[src/hws_cfg.svh]
/*
 * Register offsets, reset values and timing figures of the haptic
 * waveform shaping register bank.
 * Assumes a 250 MHz system clock; included by bare name.
 */
`ifndef HWS_CFG_SVH
`define HWS_CFG_SVH

// ---------------------------------------------------------------
// register offsets
// ---------------------------------------------------------------
`define HWS_OFS_NST 8'h0f
`define HWS_OFS_BRK 8'h10
`define HWS_OFS_RATED 8'h16
`define HWS_OFS_CLAMP 8'h17

// ---------------------------------------------------------------
// reset values
// ---------------------------------------------------------------
`define HWS_RST_NST 8'h00
`define HWS_RST_BRK 8'h00
`define HWS_RST_RATED 8'h3f
`define HWS_RST_CLAMP 8'h89
`define HWS_RD_UNMAPPED 8'h00

// ---------------------------------------------------------------
// timing
// ---------------------------------------------------------------
`define HWS_STEP_MS 5
`define HWS_CLK_KHZ 250000
`define HWS_STEP_CYC (`HWS_STEP_MS * `HWS_CLK_KHZ)

`endif

[src/hws_pkg.sv]
/*
 * Types shared by the shaping register bank and its segment timer.
 * Assumes nothing beyond a SystemVerilog compiler.
 */
package hws_pkg;

	// adjusted segment length in 5 ms units, never negative
	typedef logic [8:0] hws_units_t;

	typedef enum logic [1:0] {
		HWS_SEG_OTHER,
		HWS_SEG_NSUS,
		HWS_SEG_BRAKE
	} hws_seg_kind_t;

	typedef enum logic {
		HWS_TMR_IDLE,
		HWS_TMR_RUN
	} hws_tmr_state_t;

endpackage

[src/hws_seg_if.sv]
/*
 * Carrier between the register bank and the segment timer.
 * Assumes both ends share the system clock.
 */
`timescale 1ns/1ps
`default_nettype none

interface hws_seg_if;
	logic start;
	hws_pkg::hws_units_t dur;
	logic busy;
	logic done;

	modport ctl (output start, output dur, input busy, input done);
	modport tmr (input start, input dur, output busy, output done);
endinterface

`default_nettype wire

[src/hws_regs.sv]
/*
 * Haptic waveform shaping register bank with segment length shaping,
 * full-scale selection and drive ceiling.
 * Assumes the serial bus front end presents byte accesses on the
 * register port, and all inputs come from logic on clk.
 */
//
// Notes on behaviour
// - negative sustain length shifts by offset*5ms
// - non-overdrive negative samples are negative sustain
// - time offsets are signed two's complement
// - brake length shifts by brake offset*5ms
// - most negative sample level marks braking
// - brake offset only in open loop
// - rated level is closed-loop full scale
// - rated level ignored in open loop
// - clamp register limits automatic overdrive level
// - closed-loop auto periods may exceed rated
// - clamp is open-loop full scale
// - go bit launches calibration when mode selects
`timescale 1ns/1ps
`default_nettype none
`include "hws_cfg.svh"

module hws_regs #(
	parameter int unsigned STEP_CYC = `HWS_STEP_CYC
) (
	// clock and reset
	input wire logic clk,
	input wire logic rst,
	// register port
	input wire logic reg_wr,
	input wire logic reg_rd,
	input wire logic [7:0] reg_addr,
	input wire logic [7:0] reg_wdata,
	output logic [7:0] reg_rdata,
	output logic reg_rvalid,
	// waveform segments
	input wire logic closed_loop,
	input wire logic seg_valid,
	input wire logic [7:0] seg_level,
	input wire logic [7:0] wf_min_level,
	input wire logic seg_overdrive,
	input wire logic [7:0] seg_dur,
	output hws_pkg::hws_seg_kind_t seg_kind,
	output logic seg_busy,
	output logic seg_done,
	// drive level
	input wire logic drive_auto,
	input wire logic [7:0] drive_demand,
	output logic [7:0] drive_level,
	output logic [7:0] full_scale,
	// calibration
	input wire logic go_bit,
	input wire logic mode_cal,
	output logic cal_launch,
	output logic cal_stale,
	output logic [7:0] cal_rated_level
);
	import hws_pkg::*;

	// ---------------------------------------------------------------
	// state
	// ---------------------------------------------------------------
	logic [7:0] nst_r, nst_nxt, brk_r, brk_nxt;
	logic [7:0] rated_r, rated_nxt, clamp_r, clamp_nxt;
	logic [7:0] rdata_r, rdata_nxt;
	logic rvalid_r, rvalid_nxt;
	hws_seg_kind_t kind_r, kind_nxt;
	hws_units_t dur_r, dur_nxt;
	logic start_r, start_nxt, busy_r, busy_nxt, done_r, done_nxt;
	logic [7:0] drv_r, drv_nxt, fs_r, fs_nxt;
	logic go_prev_r, launch_r, launch_nxt, stale_r, stale_nxt;
	logic accept, is_neg, is_brake;
	logic [7:0] off, lim;
	logic [9:0] sum;

	hws_seg_if sif();

	hws_seg_timer #(
		.TICK_CYC(STEP_CYC)
	) u_timer (
		.clk(clk),
		.rst(rst),
		.sif(sif)
	);

	assign sif.start = start_r;
	assign sif.dur = dur_r;

	// ---------------------------------------------------------------
	// register file and derived levels
	// ---------------------------------------------------------------
	always_comb
	begin
		nst_nxt = nst_r;
		brk_nxt = brk_r;
		rated_nxt = rated_r;
		clamp_nxt = clamp_r;
		if (reg_wr)
		begin
			unique case (reg_addr)
				`HWS_OFS_NST: nst_nxt = reg_wdata;
				`HWS_OFS_BRK: brk_nxt = reg_wdata;
				`HWS_OFS_RATED: rated_nxt = reg_wdata;
				`HWS_OFS_CLAMP: clamp_nxt = reg_wdata;
				default: ;
			endcase
		end
		rvalid_nxt = reg_rd;
		rdata_nxt = rdata_r;
		if (reg_rd)
		begin
			unique case (reg_addr)
				`HWS_OFS_NST: rdata_nxt = nst_r;
				`HWS_OFS_BRK: rdata_nxt = brk_r;
				`HWS_OFS_RATED: rdata_nxt = rated_r;
				`HWS_OFS_CLAMP: rdata_nxt = clamp_r;
				default: rdata_nxt = `HWS_RD_UNMAPPED;
			endcase
		end
		// open loop takes the clamp as full scale, rated is unused there
		fs_nxt = closed_loop ? rated_r : clamp_r;
		// auto overdrive and braking may pass rated, never the clamp
		if (closed_loop && !drive_auto)
			lim = rated_r;
		else
			lim = clamp_r;
		drv_nxt = (drive_demand > lim) ? lim : drive_demand;
		launch_nxt = go_bit && !go_prev_r && mode_cal;
		// a rated write in the launch cycle keeps the flag set
		stale_nxt = stale_r;
		if (launch_nxt)
			stale_nxt = 1'b0;
		if (reg_wr && reg_addr == `HWS_OFS_RATED)
			stale_nxt = 1'b1;
	end

	always_ff @(posedge clk or posedge rst)
	begin
		if (rst)
		begin
			nst_r <= `HWS_RST_NST;
			brk_r <= `HWS_RST_BRK;
			rated_r <= `HWS_RST_RATED;
			clamp_r <= `HWS_RST_CLAMP;
			rdata_r <= `HWS_RD_UNMAPPED;
			rvalid_r <= 1'b0;
			fs_r <= `HWS_RST_RATED;
			drv_r <= 8'h00;
			go_prev_r <= 1'b0;
			launch_r <= 1'b0;
			stale_r <= 1'b0;
		end
		else
		begin
			nst_r <= nst_nxt;
			brk_r <= brk_nxt;
			rated_r <= rated_nxt;
			clamp_r <= clamp_nxt;
			rdata_r <= rdata_nxt;
			rvalid_r <= rvalid_nxt;
			fs_r <= fs_nxt;
			drv_r <= drv_nxt;
			go_prev_r <= go_bit;
			launch_r <= launch_nxt;
			stale_r <= stale_nxt;
		end
	end

	// ---------------------------------------------------------------
	// segment classification and length shaping
	// ---------------------------------------------------------------
	always_comb
	begin
		accept = seg_valid && !busy_r;
		is_neg = seg_level[7] && !seg_overdrive;
		is_brake = is_neg && (seg_level == wf_min_level);
		kind_nxt = kind_r;
		dur_nxt = dur_r;
		start_nxt = 1'b0;
		off = 8'h00;
		if (is_brake)
			off = closed_loop ? 8'h00 : brk_r;
		else if (is_neg)
			off = nst_r;
		// sign extension lets the offset remove time as well
		sum = {2'b00, seg_dur} + {{2{off[7]}}, off};
		if (accept)
		begin
			start_nxt = 1'b1;
			if (is_brake)
				kind_nxt = HWS_SEG_BRAKE;
			else if (is_neg)
				kind_nxt = HWS_SEG_NSUS;
			else
				kind_nxt = HWS_SEG_OTHER;
			dur_nxt = sum[9] ? 9'h000 : sum[8:0];
		end
		busy_nxt = busy_r;
		if (accept)
			busy_nxt = 1'b1;
		else if (sif.done)
			busy_nxt = 1'b0;
		done_nxt = sif.done;
	end

	always_ff @(posedge clk or posedge rst)
	begin
		if (rst)
		begin
			kind_r <= HWS_SEG_OTHER;
			dur_r <= 9'h000;
			start_r <= 1'b0;
			busy_r <= 1'b0;
			done_r <= 1'b0;
		end
		else
		begin
			kind_r <= kind_nxt;
			dur_r <= dur_nxt;
			start_r <= start_nxt;
			busy_r <= busy_nxt;
			done_r <= done_nxt;
		end
	end

	assign reg_rdata = rdata_r;
	assign reg_rvalid = rvalid_r;
	assign seg_kind = kind_r;
	assign seg_busy = busy_r;
	assign seg_done = done_r;
	assign drive_level = drv_r;
	assign full_scale = fs_r;
	assign cal_launch = launch_r;
	assign cal_stale = stale_r;
	assign cal_rated_level = rated_r;
endmodule

`default_nettype wire

[src/hws_seg_timer.sv]
/*
 * Segment timer: counts out an adjusted segment length in 5 ms units.
 * Assumes start is a one-cycle pulse raised only while idle.
 */
`timescale 1ns/1ps
`default_nettype none
`include "hws_cfg.svh"

module hws_seg_timer #(
	parameter int unsigned TICK_CYC = `HWS_STEP_CYC
) (
	// clock and reset
	input wire logic clk,
	input wire logic rst,
	// segment handshake
	hws_seg_if.tmr sif
);
	import hws_pkg::*;

	hws_tmr_state_t state_r, state_nxt;
	hws_units_t units_r, units_nxt;
	logic [31:0] tick_r, tick_nxt;
	logic done_r, done_nxt;

	always_comb
	begin
		state_nxt = state_r;
		units_nxt = units_r;
		tick_nxt = tick_r;
		done_nxt = 1'b0;
		unique case (state_r)
			HWS_TMR_IDLE:
			begin
				if (sif.start)
				begin
					// zero length finishes at once instead of wrapping
					if (sif.dur == 9'h000)
						done_nxt = 1'b1;
					else
					begin
						state_nxt = HWS_TMR_RUN;
						units_nxt = sif.dur;
						tick_nxt = 32'h0000_0000;
					end
				end
			end
			HWS_TMR_RUN:
			begin
				if (tick_r == 32'(TICK_CYC - 1))
				begin
					tick_nxt = 32'h0000_0000;
					units_nxt = units_r - 9'h001;
					if (units_r == 9'h001)
					begin
						state_nxt = HWS_TMR_IDLE;
						done_nxt = 1'b1;
					end
				end
				else
					tick_nxt = tick_r + 32'h0000_0001;
			end
		endcase
	end

	always_ff @(posedge clk or posedge rst)
	begin
		if (rst)
		begin
			state_r <= HWS_TMR_IDLE;
			units_r <= 9'h000;
			tick_r <= 32'h0000_0000;
			done_r <= 1'b0;
		end
		else
		begin
			state_r <= state_nxt;
			units_r <= units_nxt;
			tick_r <= tick_nxt;
			done_r <= done_nxt;
		end
	end

	assign sif.busy = (state_r == HWS_TMR_RUN);
	assign sif.done = done_r;
endmodule

`default_nettype wire
[config.mk]
export PLATFORM = sky130hd
export DESIGN_NAME = hws_regs
export DESIGN_NICKNAME = d
export VERILOG_FILES = /design/src/hws_pkg.sv /design/src/hws_seg_if.sv /design/src/hws_regs.sv /design/src/hws_seg_timer.sv
export VERILOG_INCLUDE_DIRS = /design/src
export SDC_FILE = /design/constraint.sdc
export NUM_CORES = 1
export LEC_CHECK = 0
export BUFFER_PORTS_ARGS = -buffer_cell sky130_fd_sc_hd__buf_2
export CORE_ASPECT_RATIO = 1.75
export CORE_MARGIN = 5
export CORE_UTILIZATION = 57
export CTS_CLUSTER_DIAMETER = 30
export CTS_CLUSTER_SIZE = 10
export DETAILED_ROUTE_END_ITERATION = 12
export PLACE_DENSITY = 0.92
export SLEW_MARGIN = 30
export SYNTH_ARGS = -nofsm -noshare
export SYNTH_HDL_FRONTEND = slang
export SYNTH_SLANG_ARGS = --single-unit
[constraint.sdc]
create_clock -name clk -period 4 [get_ports clk]
set_input_delay 0.4 -clock clk [delete_from_list [all_inputs] [get_ports clk]]
set_output_delay 0.4 -clock clk [all_outputs]
set_load 0.02 [all_outputs]
==> results.md, run 1 <==
- Outcome: finished, final reports clean
- Post-DP HPWL: approximately 12000 µm
- Comb pwr share: 6.9%
- Cts-stage hold buffer count: 0
- DR top layer: met4
- Vias in the first global route: slightly below 6k
- #FFs+latches synth: 117
- Row count: 50
- Largest net degree at the start of global routing: 56
- Post-synth top area share: 40.96%
- Routed vias: 5712
- Top cells by area, synth: dfrtp_1 (41%), mux2_2 (7.6%), dfstp_2 (6.3%), o21ai_0 (4.5%), ha_1 (4.0%)
- Synthesized area: ~0.0062 mm²
- Final min period: ~3.3 ns
- Worst VDD drop: 0.4542 mV
- Synthesis warning total: 0
- Met1 WL: around 6200 µm
- Hold Vio Cnt, Final: 0
- GRT Total Usage: between 30% and 40%
- Dominant cell by count in the synthesized netlist: dfrtp_1
- Initial core utilization: about 58%
- Total Wirelength: 19070 µm
- Crit Path Class: in2reg
- Max Cap Viol: 0
- Worst slew margin: 47.44%
- Most area-hungry cell type in the Yosys netlist: dfrtp_1
- Setup TNS Final: 0 ns
- Setup crit end kind: register
- DIE AREA: 0.01321 mm²
- Final setup fails: 0
- Synth Area in XOR/XNOR: 2.108%
- Largest family of logic cells by synthesized area: compound AO/OA/AOI/OAI gates
- Layout Cells excl Fill: 844
- Pleak: 3.539 nW
- WL met2: ~10000 µm
- Clk root buf: clkbuf_16
- Pre-Repair DR Iteration Count: 7
- Tcrit/Tclk final: 82.85%
- Die Height: 148.3 µm
- First-pass GRT wire length: 30530 µm
- Horiz. Die Dim: 89.05 µm
- DR DRC count: 0
- Wirelength per Cell: roughly 23 µm
- Syn Inst Count: 606
- Ys async rst share: 100.0%
- EDFF count, synth: 0
- Cts repair resizes: 0
- Io pins: 97
- PwrDens: 409.4 mW/mm²
- Hold Crit Class: in2async
- R2r worst-path depth: 8
- Final setup margin: 0.6860 ns
- Required @ worst endpoint: 4.25 ns
- Syn Area/Cell: 10.28 µm²
- Clock transition at path regs: 0.06 ns
- Commonest cells in the netlist: dfrtp_1 (102), o21ai_0 (56), nand2_1 (51), mux2_2 (42)
- Post-CTS Setup Bufs: 0
- Worst-Skew Late Latency: approximately 0.42 ns
- Vias per inst: 6.768
- Sw power: 0.6881 mW
- Synth Area in Compound Gates: around 18%
- Nets: between 700 and 800
- Peak Freq: 301.7 MHz
- GPL Wtd Cong: 0.8831
- RSZ-0062 raised after global routing: false
- Initial antenna violation count: 0
- H-tree Lvls: 4
- Crit start category: input pin
- Worst slew pin tran: around 0.78 ns
- # diodes: 0
- Pre-CTS setup slack: 0.4584 ns
- Critical path peak fanout: 8
- Initial drt markers: 662
- Post-Synth Adder-Cell Area: roughly 4.3%
- CTS buffer count: 17
- Synth Area in Simple Gates: around 14%
- Sequential fraction of design power: 40.7%
- Dpl cell area: approximately 0.0068 mm²
- Flop2flop setup slack: 1.23 ns
- Internal power: 2.357 mW
- Clock sink count: 117
- Placed Cells: ~800
- Clock power frac: 52.4%
- Share of cells above drive strength 1: 28.71%
- Distinct cells, synth: 59
- Multiplexer share of the synthesized area: between 10% and 20%
- Sw Ratio: around 23%
- CTS tree: built
- Maximum clock insertion buffer count: 2
- Most frequently used flop master after synthesis: dfrtp_1
- CORE AREA: 0.01070 mm²
- Pwr Total: 3.045 mW
- Post-synthesis sequential area ratio: a little under half
- Max Slew Vio Count: 0
- Met3 wire length: 1343 µm
- Worst Path Arrival: ~3.6 ns
- Post-route cell area: 0.007437 mm²
- ANT nets after route: 0
- Mapped Nets: 685
- Synth-to-layout area growth: 19.33%
- Port-buffer cells: 96
- Fillers: 651
- Remaining Overflow, GRT: 0
- Worst clock skew: about 0.0068 ns
cell type report:
| type | instances | area [µm²] | area share, % |
|---|---|---|---|
| clock buffer | 24 | 501.7 | 6.746 |
| tap | 130 | 162.7 | 2.187 |
| inverter | 27 | 103.9 | 1.396 |
| clock inverter | 8 | 120.1 | 1.615 |
| sequential | 117 | 2947 | 39.62 |
| multi-input combinational | 436 | 3077 | 41.37 |
| timing repair buffer | 102 | 525.5 | 7.066 |
registers in the layout, summed over array words and instances (netlist names):
name,flops
brk_r,8
cal_launch,1
cal_rated_level,8
cal_stale,1
clamp_r,8
drive_level,8
dur_r,9
full_scale,8
go_prev_r,1
nst_r,8
reg_rdata,8
reg_rvalid,1
seg_busy,1
seg_done,1
seg_kind,2
sif.start,1
u_timer.sif.busy,1
u_timer.sif.done,1
u_timer.tick_r,32
u_timer.units_r,9
final timing paths:
check / start / end
min in group clk: go_bit / go_prev_r
setup / recovery: wf_min_level[3] / dur_r[4]
hold / removal: rst / reg_rdata[6]
max in group asynchronous: rst / full_scale[3]
hold reg to reg: u_timer.sif.done / seg_done
setup reg to reg: brk_r[1] / dur_r[4]
worst max-delay path, stage by stage:
cell	delay, ns
buf_2	0.10
xor2_1	0.15
nor4_1	0.38
nand2_1	0.21
nor3_1	0.17
buf_4	0.17
a22o_1	0.20
ha_1	0.28
a21oi_1	0.21
a2bb2oi_1	0.36
a211oi_1	0.17
nor2_1	0.14
xnor2_1	0.33
o21ai_0	0.27
layer usage:
layer	vias to the layer above	global-route usage [%]
met5	-	0
met4	0	20.19
met3	108	7.373
met2	403	51.93
met1	2755	31.89
li1	2446	-
placed cells by master (no fill, tap or decap), types with 8 or more instances in the layout:
master,instances
xor2_1,12
nor2_1,23
inv_1,25
nor3_1,10
o22ai_1,10
clkbuf_16,17
mux2i_1,15
ha_1,20
a31oi_1,8
dfrtp_1,102
a21oi_1,25
buf_2,96
nand2_1,51
o21ai_0,56
o31ai_1,14
mux2_2,42
a22o_1,16
dfstp_2,15
nand3_1,17
nand4_1,17
a221oi_1,8
nor2b_1,9
per-stage QoR:
step / util (%) / hold WS [ns]
final: 69.52 / 0.07765
after global routing: 69.52 / 0.1051
after CTS: 69.51 / 0.09256
after detailed placement: 63.70 / 0.3625
after global placement: 63.65 / 0.3520
after floorplan: - / 0.3488
kinds of logic after synthesis:
family	count (synthesis)
buffers and inverters	53
muxes	58
AOI/OAI and AO/OA	174
adders and majority gates	21
xor gates and xnor gates	15
and+or+nand+nor	168
DFF	117
power groups by stage:
stage                     Combinational, mW  Clock [mW]  Sequential (mW)
after detailed placement              0.202           0             1.26
after floorplan                      0.0966           0             1.27
after global placement                0.188           0             1.25
after CTS                             0.208        1.60             1.24
final                                 0.209        1.60             1.24
after global routing                  0.226        1.65             1.24
(Power assumes the default switching activity.)
==> run 2: changes to the inputs <==
clock period = 3.1 ns   (was 4 ns; I/O delays follow)
==> run 2 against run 1 <==
Net effect: critical path depth shrank 1; die area is the same; sequential power grew 29%; total power grew 35%; first-iteration DRC count shrank 32%; routed wire length shrank 8.8%; combinational power grew 31%; sequential share of layout area shrank 1.1 points; worst setup slack lost 0.50 ns; global-route usage shrank 3.4 points.
==> results.md, run 2 (synthesis gave the netlist of run 1 again) <==
- Total Wirelength: ~17000 µm
- Pleak: 3.641 nW
- Outcome: finished, final reports clean
- Worst VDD drop: 0.4622 mV
- Required @ worst endpoint: around 3.4 ns
- Max Slew Vio Count: 0
- Crit start category: input pin
- DIE AREA: 0.01321 mm²
- Critical path peak fanout: 8
- Largest net degree at the start of global routing: 41
- Worst hold slack: 0.01223 ns
- Initial drt markers: ~450
- Post-DP HPWL: ~12000 µm
- Tcrit/Tclk final: 94.15%
- Peak Freq: 342.6 MHz
- Worst clock skew: around 0.0072 ns
- Hold Crit Class: in2reg
- Hold Vio Cnt, Final: 0
- DR DRC count: 0
- Nets: around 800
- RSZ-0062 raised after global routing: true
- Pwr Total: approximately 4.1 mW
- Clock transition at path regs: 0.05 ns
- Commonest non-fill, non-tap cell in the layout: dfrtp_1
- Setup TNS Final: 0 ns
- Final min period: around 2.9 ns
- Met3 wire length: 1058 µm
- Maximum clock insertion buffer count: 2
- Clock sink count: 117
- R2r worst-path depth: 6
- CTS buffer count: 17
- Max Cap Viol: 0
- Remaining Overflow, GRT: 0
- CTS tree: built
- Horiz. Die Dim: 89.05 µm
- CORE AREA: around 0.011 mm²
- Largest register by flop count: u_timer.tick_r
- Highest-count cells in the layout ignoring fill and taps: dfrtp_1 (102), buf_2 (96), o21ai_0 (56), nand2_1 (51), mux2_2 (42)
- Max reg flops: 32
- Wirelength per Cell: 20.25 µm
- Final setup fails: 0
- # diodes: 0
- Met1 WL: 5898 µm
- DR top layer: met4
- GPL Wtd Cong: 0.9077
- WL met2: 9423 µm
- Port-buffer cells: 96
- First-pass GRT wire length: 27430 µm
- Worst slew pin tran: ~0.75 ns
- ANT nets after route: 0
- H-tree Lvls: 4
- GRT Total Usage: 26.98%
- Initial antenna violation count: 0
- Clk root buf: clkbuf_16
- Worst-Skew Late Latency: 0.42 ns
- Initial core utilization: 58.26%
- Die Height: 148.3 µm
- Post-route cell area: 0.007641 mm²
- Vias in the first global route: approximately 5.7k
- Post-CTS Setup Bufs: 0
- Crit Path Class: in2reg
- Routed vias: 5545
- Pre-Repair DR Iteration Count: 5
- Worst Hold Depth: 1
- Dpl cell area: 0.006920 mm²
- Final core utilization: 71.43%
- Share of cells above drive strength 1: between 30% and 40%
- Synth-to-layout area growth: 22.61%
- Setup crit end kind: register
- Top Registers: u_timer.tick_r x32, dur_r x9, u_timer.units_r x9
- Vias per inst: 6.455
- Row count: 50
- Io pins: 97
- Worst Path Arrival: 3.22 ns
- PwrDens: 537.2 mW/mm²
- Worst slew margin: about 50%
## run 2: cell types whose count changed in the layout (fill, tap and decap cells not counted), moves of 2 or more
| cell | change |
|---|---|
| buf_12 | +2 |
| bufinv_16 | +3 |
| clkbuf_8 | -4 |
| clkinvlp_4 | +3 |
| buf_4 | +12 |
## run 2: timing repair
item	4_1_cts	5_1_grt
hold endpoints to repair	0	10
resized for setup	0	2
setup endpoints to repair	0	8
hold buffers	0	1
## run 2: where the power goes
part / internal [mW] / switching (mW) / total, mW
Clock: 1.52 / 0.708 / 2.23
Combinational: 0.115 / 0.159 / 0.274
Sequential: 1.57 / 0.0272 / 1.60
Total: 3.21 / 0.894 / 4.10
## run 2: critical path, cell delays in order
cell,delay (ns)
buf_2,0.12
xor2_1,0.15
nor4_1,0.37
a21oi_1,0.30
a22o_1,0.31
ha_1,0.21
fa_1,0.40
a211o_1,0.28
o211ai_1,0.15
nand2b_1,0.10
a21oi_1,0.18
xor2_1,0.09
o31ai_1,0.24
## run 2: routing by layer
metal / vias to the layer above / GRT usage (%)
met3: 66 / 6.264
met4: 0 / 16.62
met2: 267 / 47.62
met1: 2737 / 27.82
li1: 2475 / -
met5: - / 0
## run 2: cell type report
class | instances | area [µm²]
timing repair buffer | 117 | 665.6
fill | 677 | 3057
sequential | 117 | 2947
multi-input combinational | 436 | 3089
clock buffer | 19 | 442.9
clock inverter | 13 | 229.0
tap | 130 | 162.7
inverter | 27 | 105.1
## run 2: worst paths after layout
kind / start / end / slack, ns
min in group asynchronous: rst / u_timer.tick_r[15] / 0.39
max in group asynchronous: rst / full_scale[0] / 1.91
hold reg to reg: u_timer.sif.done / seg_done / 0.37
setup reg to reg: u_timer.tick_r[24] / u_timer.units_r[2] / 0.37
setup / recovery: seg_level[7] / dur_r[6] / 0.18
hold / removal: go_bit / go_prev_r / 0.01
## run 2: metrics by stage
stage          std cells  setup slack (ns)
6_report             859            0.1814
5_1_grt              859          -0.02525
4_1_cts              857            0.1416
3_5_place_dp         825           -0.2367
3_3_place_gp         825          -0.01690
2_1_floorplan        606           0.02389
==> run 3: changes to the inputs <==
PLACE_DENSITY = 0.84   (was 0.92)
==> run 3 against run 2 <==
Net effect: routed wire length decreased by 5.8%; cell count increased by 0.47%; sequential power is essentially flat; die area stayed put; highest routed layer unchanged; combinational power is 2% lower; clock power shrank 9%; critical path type unchanged; largest power group unchanged.
==> results.md, run 3 (synthesis gave the netlist of run 1 again) <==
- Reg-to-Reg End: u_timer.units_r[2]
- Post-CTS Setup Bufs: 0
- GRT Total Usage: 26.07%
- Clock sink count: 117
- Outcome: finished, final reports clean
- Peak Freq: 356.7 MHz
- Worst-Skew Late Latency: 0.42 ns
- Max reg flops: 32
- Worst slew pin tran: 0.8260 ns
- Commonest non-fill, non-tap cell in the layout: dfrtp_1
- Reg2reg start: u_timer.tick_r[14]
- H-tree Lvls: 4
- Hold Vio Cnt, Final: 0
- Comb pwr share: 6.8%
- DR DRC count: 0
- Post-route cell area: 0.007589 mm²
- Port-buffer cells: 96
- Vias per inst: about 6.2
- Slowest CP cell: fa_1
- Max Slew Vio Count: 0
- Sw Ratio: 23.88%
- Crit start category: input pin
- CTS tree: built
- CP cell instances: buf_2 -> xor2_1 -> nor4_1 -> a21oi_1 -> a22o_1 -> ha_1 -> fa_1 -> a211o_1 -> o211ai_1 -> nand2b_1 -> a21oi_1 -> xor2_1 -> o31ai_1
- Vias in the first global route: between 5k and 6k
- Final min period: 2.803 ns
- Initial drt markers: 353
- Required @ worst endpoint: 3.38 ns
- Fillers: between 700 and 800
- Worst Path Arrival: 3.08 ns
- Crit Path Class: in2reg
- Dpl cell area: about 0.007 mm²
- Top Registers: u_timer.tick_r x32, dur_r x9, u_timer.units_r x9
- RSZ-0062 raised after global routing: false
- Io pins: 97
- Horiz. Die Dim: about 89 µm
- Flop2flop setup slack: around 0.46 ns
- Die Height: 148.3 µm
- Nets: 798
- Final core utilization: 70.94%
- Worst clock skew: 0.007661 ns
- CTS buffer count: 17
- Clock transition at path regs: 0.06 ns
- Largest net degree at the start of global routing: 60
- Hold Crit Class: in2async
- Total Wirelength: between 15000 and 20000 µm
- Tcrit/Tclk final: 90.43%
- Share of cells above drive strength 1: between 30 and 40%
- DIE AREA: 0.01321 mm²
- R2r worst-path depth: 6
- Worst hold slack: between 0.04 and 0.05 ns
- Largest register by flop count: u_timer.tick_r
- Pleak: between 3 and 4 nW
- Worst VDD drop: approximately 0.43 mV
- Highest cell delay on the worst timing path: 0.39 ns
- Routed vias: roughly 5.4k
- PwrDens: 515.0 mW/mm²
- Internal power: 2.975 mW
- Row count: 50
- Pre-Repair DR Iteration Count: 5
- Final setup fails: 0
- GPL Wtd Cong: 0.8844
- CORE AREA: 0.01070 mm²
- Clock power frac: 52.3%
- Post-DP HPWL: roughly 12000 µm
- Initial antenna violation count: 1
- Wirelength per Cell: 18.98 µm
- Maximum clock insertion buffer count: 2
- Synth-to-layout area growth: 21.76%
- ANT nets after route: 0
- Critical path peak fanout: 7
- Crit path capture: dur_r[6]
- Sw power: 0.9335 mW
- Max Cap Viol: 0
- Initial core utilization: roughly three fifths
- Crit. Startpoint: seg_level[7]
- Setup crit end kind: register
- Worst slew margin: 44.81%
- Clk root buf: clkbuf_16
- Sequential fraction of design power: between 40 and 50%
- Highest-count cells in the layout ignoring fill and taps: dfrtp_1 (102), buf_2 (96), o21ai_0 (56), nand2_1 (51), mux2_2 (42)
- First-pass GRT wire length: about 26000 µm
- Remaining Overflow, GRT: 0
## run 3: cell type report
| type | count | area, µm² | share of cell area (%) |
|---|---|---|---|
| well taps | 130 | 162.7 | 2.143 |
| multi-input cells | 436 | 3083 | 40.63 |
| flip-flops and latches | 117 | 2947 | 38.83 |
| clock inverters | 14 | 173.9 | 2.292 |
| repair buffers | 120 | 675.6 | 8.904 |
| inverters | 27 | 105.1 | 1.385 |
| diodes | 1 | 2.502 | 0.03298 |
| clock buffers | 18 | 439.2 | 5.787 |
## run 3: what timing repair did
action                                 CTS  global route
endpoints found under the hold margin    1             0
setup endpoints to repair                0             1
hold buffers                             1             0
gates resized for setup                  0             1
## run 3: worst min-delay path by stage
stage                          start        endpoint  slack (ns)  depth (start not counted)
floorplan                     go_bit       go_prev_r        0.34                          0
global placement    u_timer.sif.done        seg_done        0.35                          0
detailed placement  u_timer.sif.done        seg_done        0.36                          0
CTS                              rst  drive_level[6]        0.06                          2
global route                     rst  drive_level[5]         0.1                          2
finish                           rst  drive_level[2]        0.04                          2
## run 3: power by group through the flow
stage / sequential [mW] / clock [mW] / combinational, mW
2_1_floorplan: 1.64 / 0 / 0.125
3_3_place_gp: 1.62 / 0 / 0.254
3_5_place_dp: 1.62 / 0 / 0.267
4_1_cts: 1.60 / 2.05 / 0.269
5_1_grt: 1.60 / 2.14 / 0.293
6_report: 1.60 / 2.04 / 0.268
## run 3: stage by stage
stage / cells / power (mW) / setup TNS, ns / setup WS (ns)
global placement: 829 / 1.873 / -0.2725 / -0.05134
floorplan: 606 / 1.765 / 0 / 0.02389
finish: 863 / 3.908 / 0 / 0.2966
CTS: 862 / 3.918 / 0 / 0.2659
global route: 863 / 4.031 / 0 / 0.09670
detailed placement: 829 / 1.888 / -1.160 / -0.1617
## run 3: per-layer routing
metal	global-route usage, %	up-vias	share of wire, %
li1	-	2471	-
met1	27.20	2625	35
met3	6.541	60	5.0
met4	15.80	0	5.9
met2	45.50	199	54
met5	0	-	0
## run 3: critical path, delay by kind of cell
family	cells	cell delay, ns
AO/OA/AOI/OAI	6	1.28
adder cells (fa/ha/maj)	2	0.59
buffers and inverters	1	0.11
XOR/XNOR	2	0.33
AND/OR/NAND/NOR	2	0.45
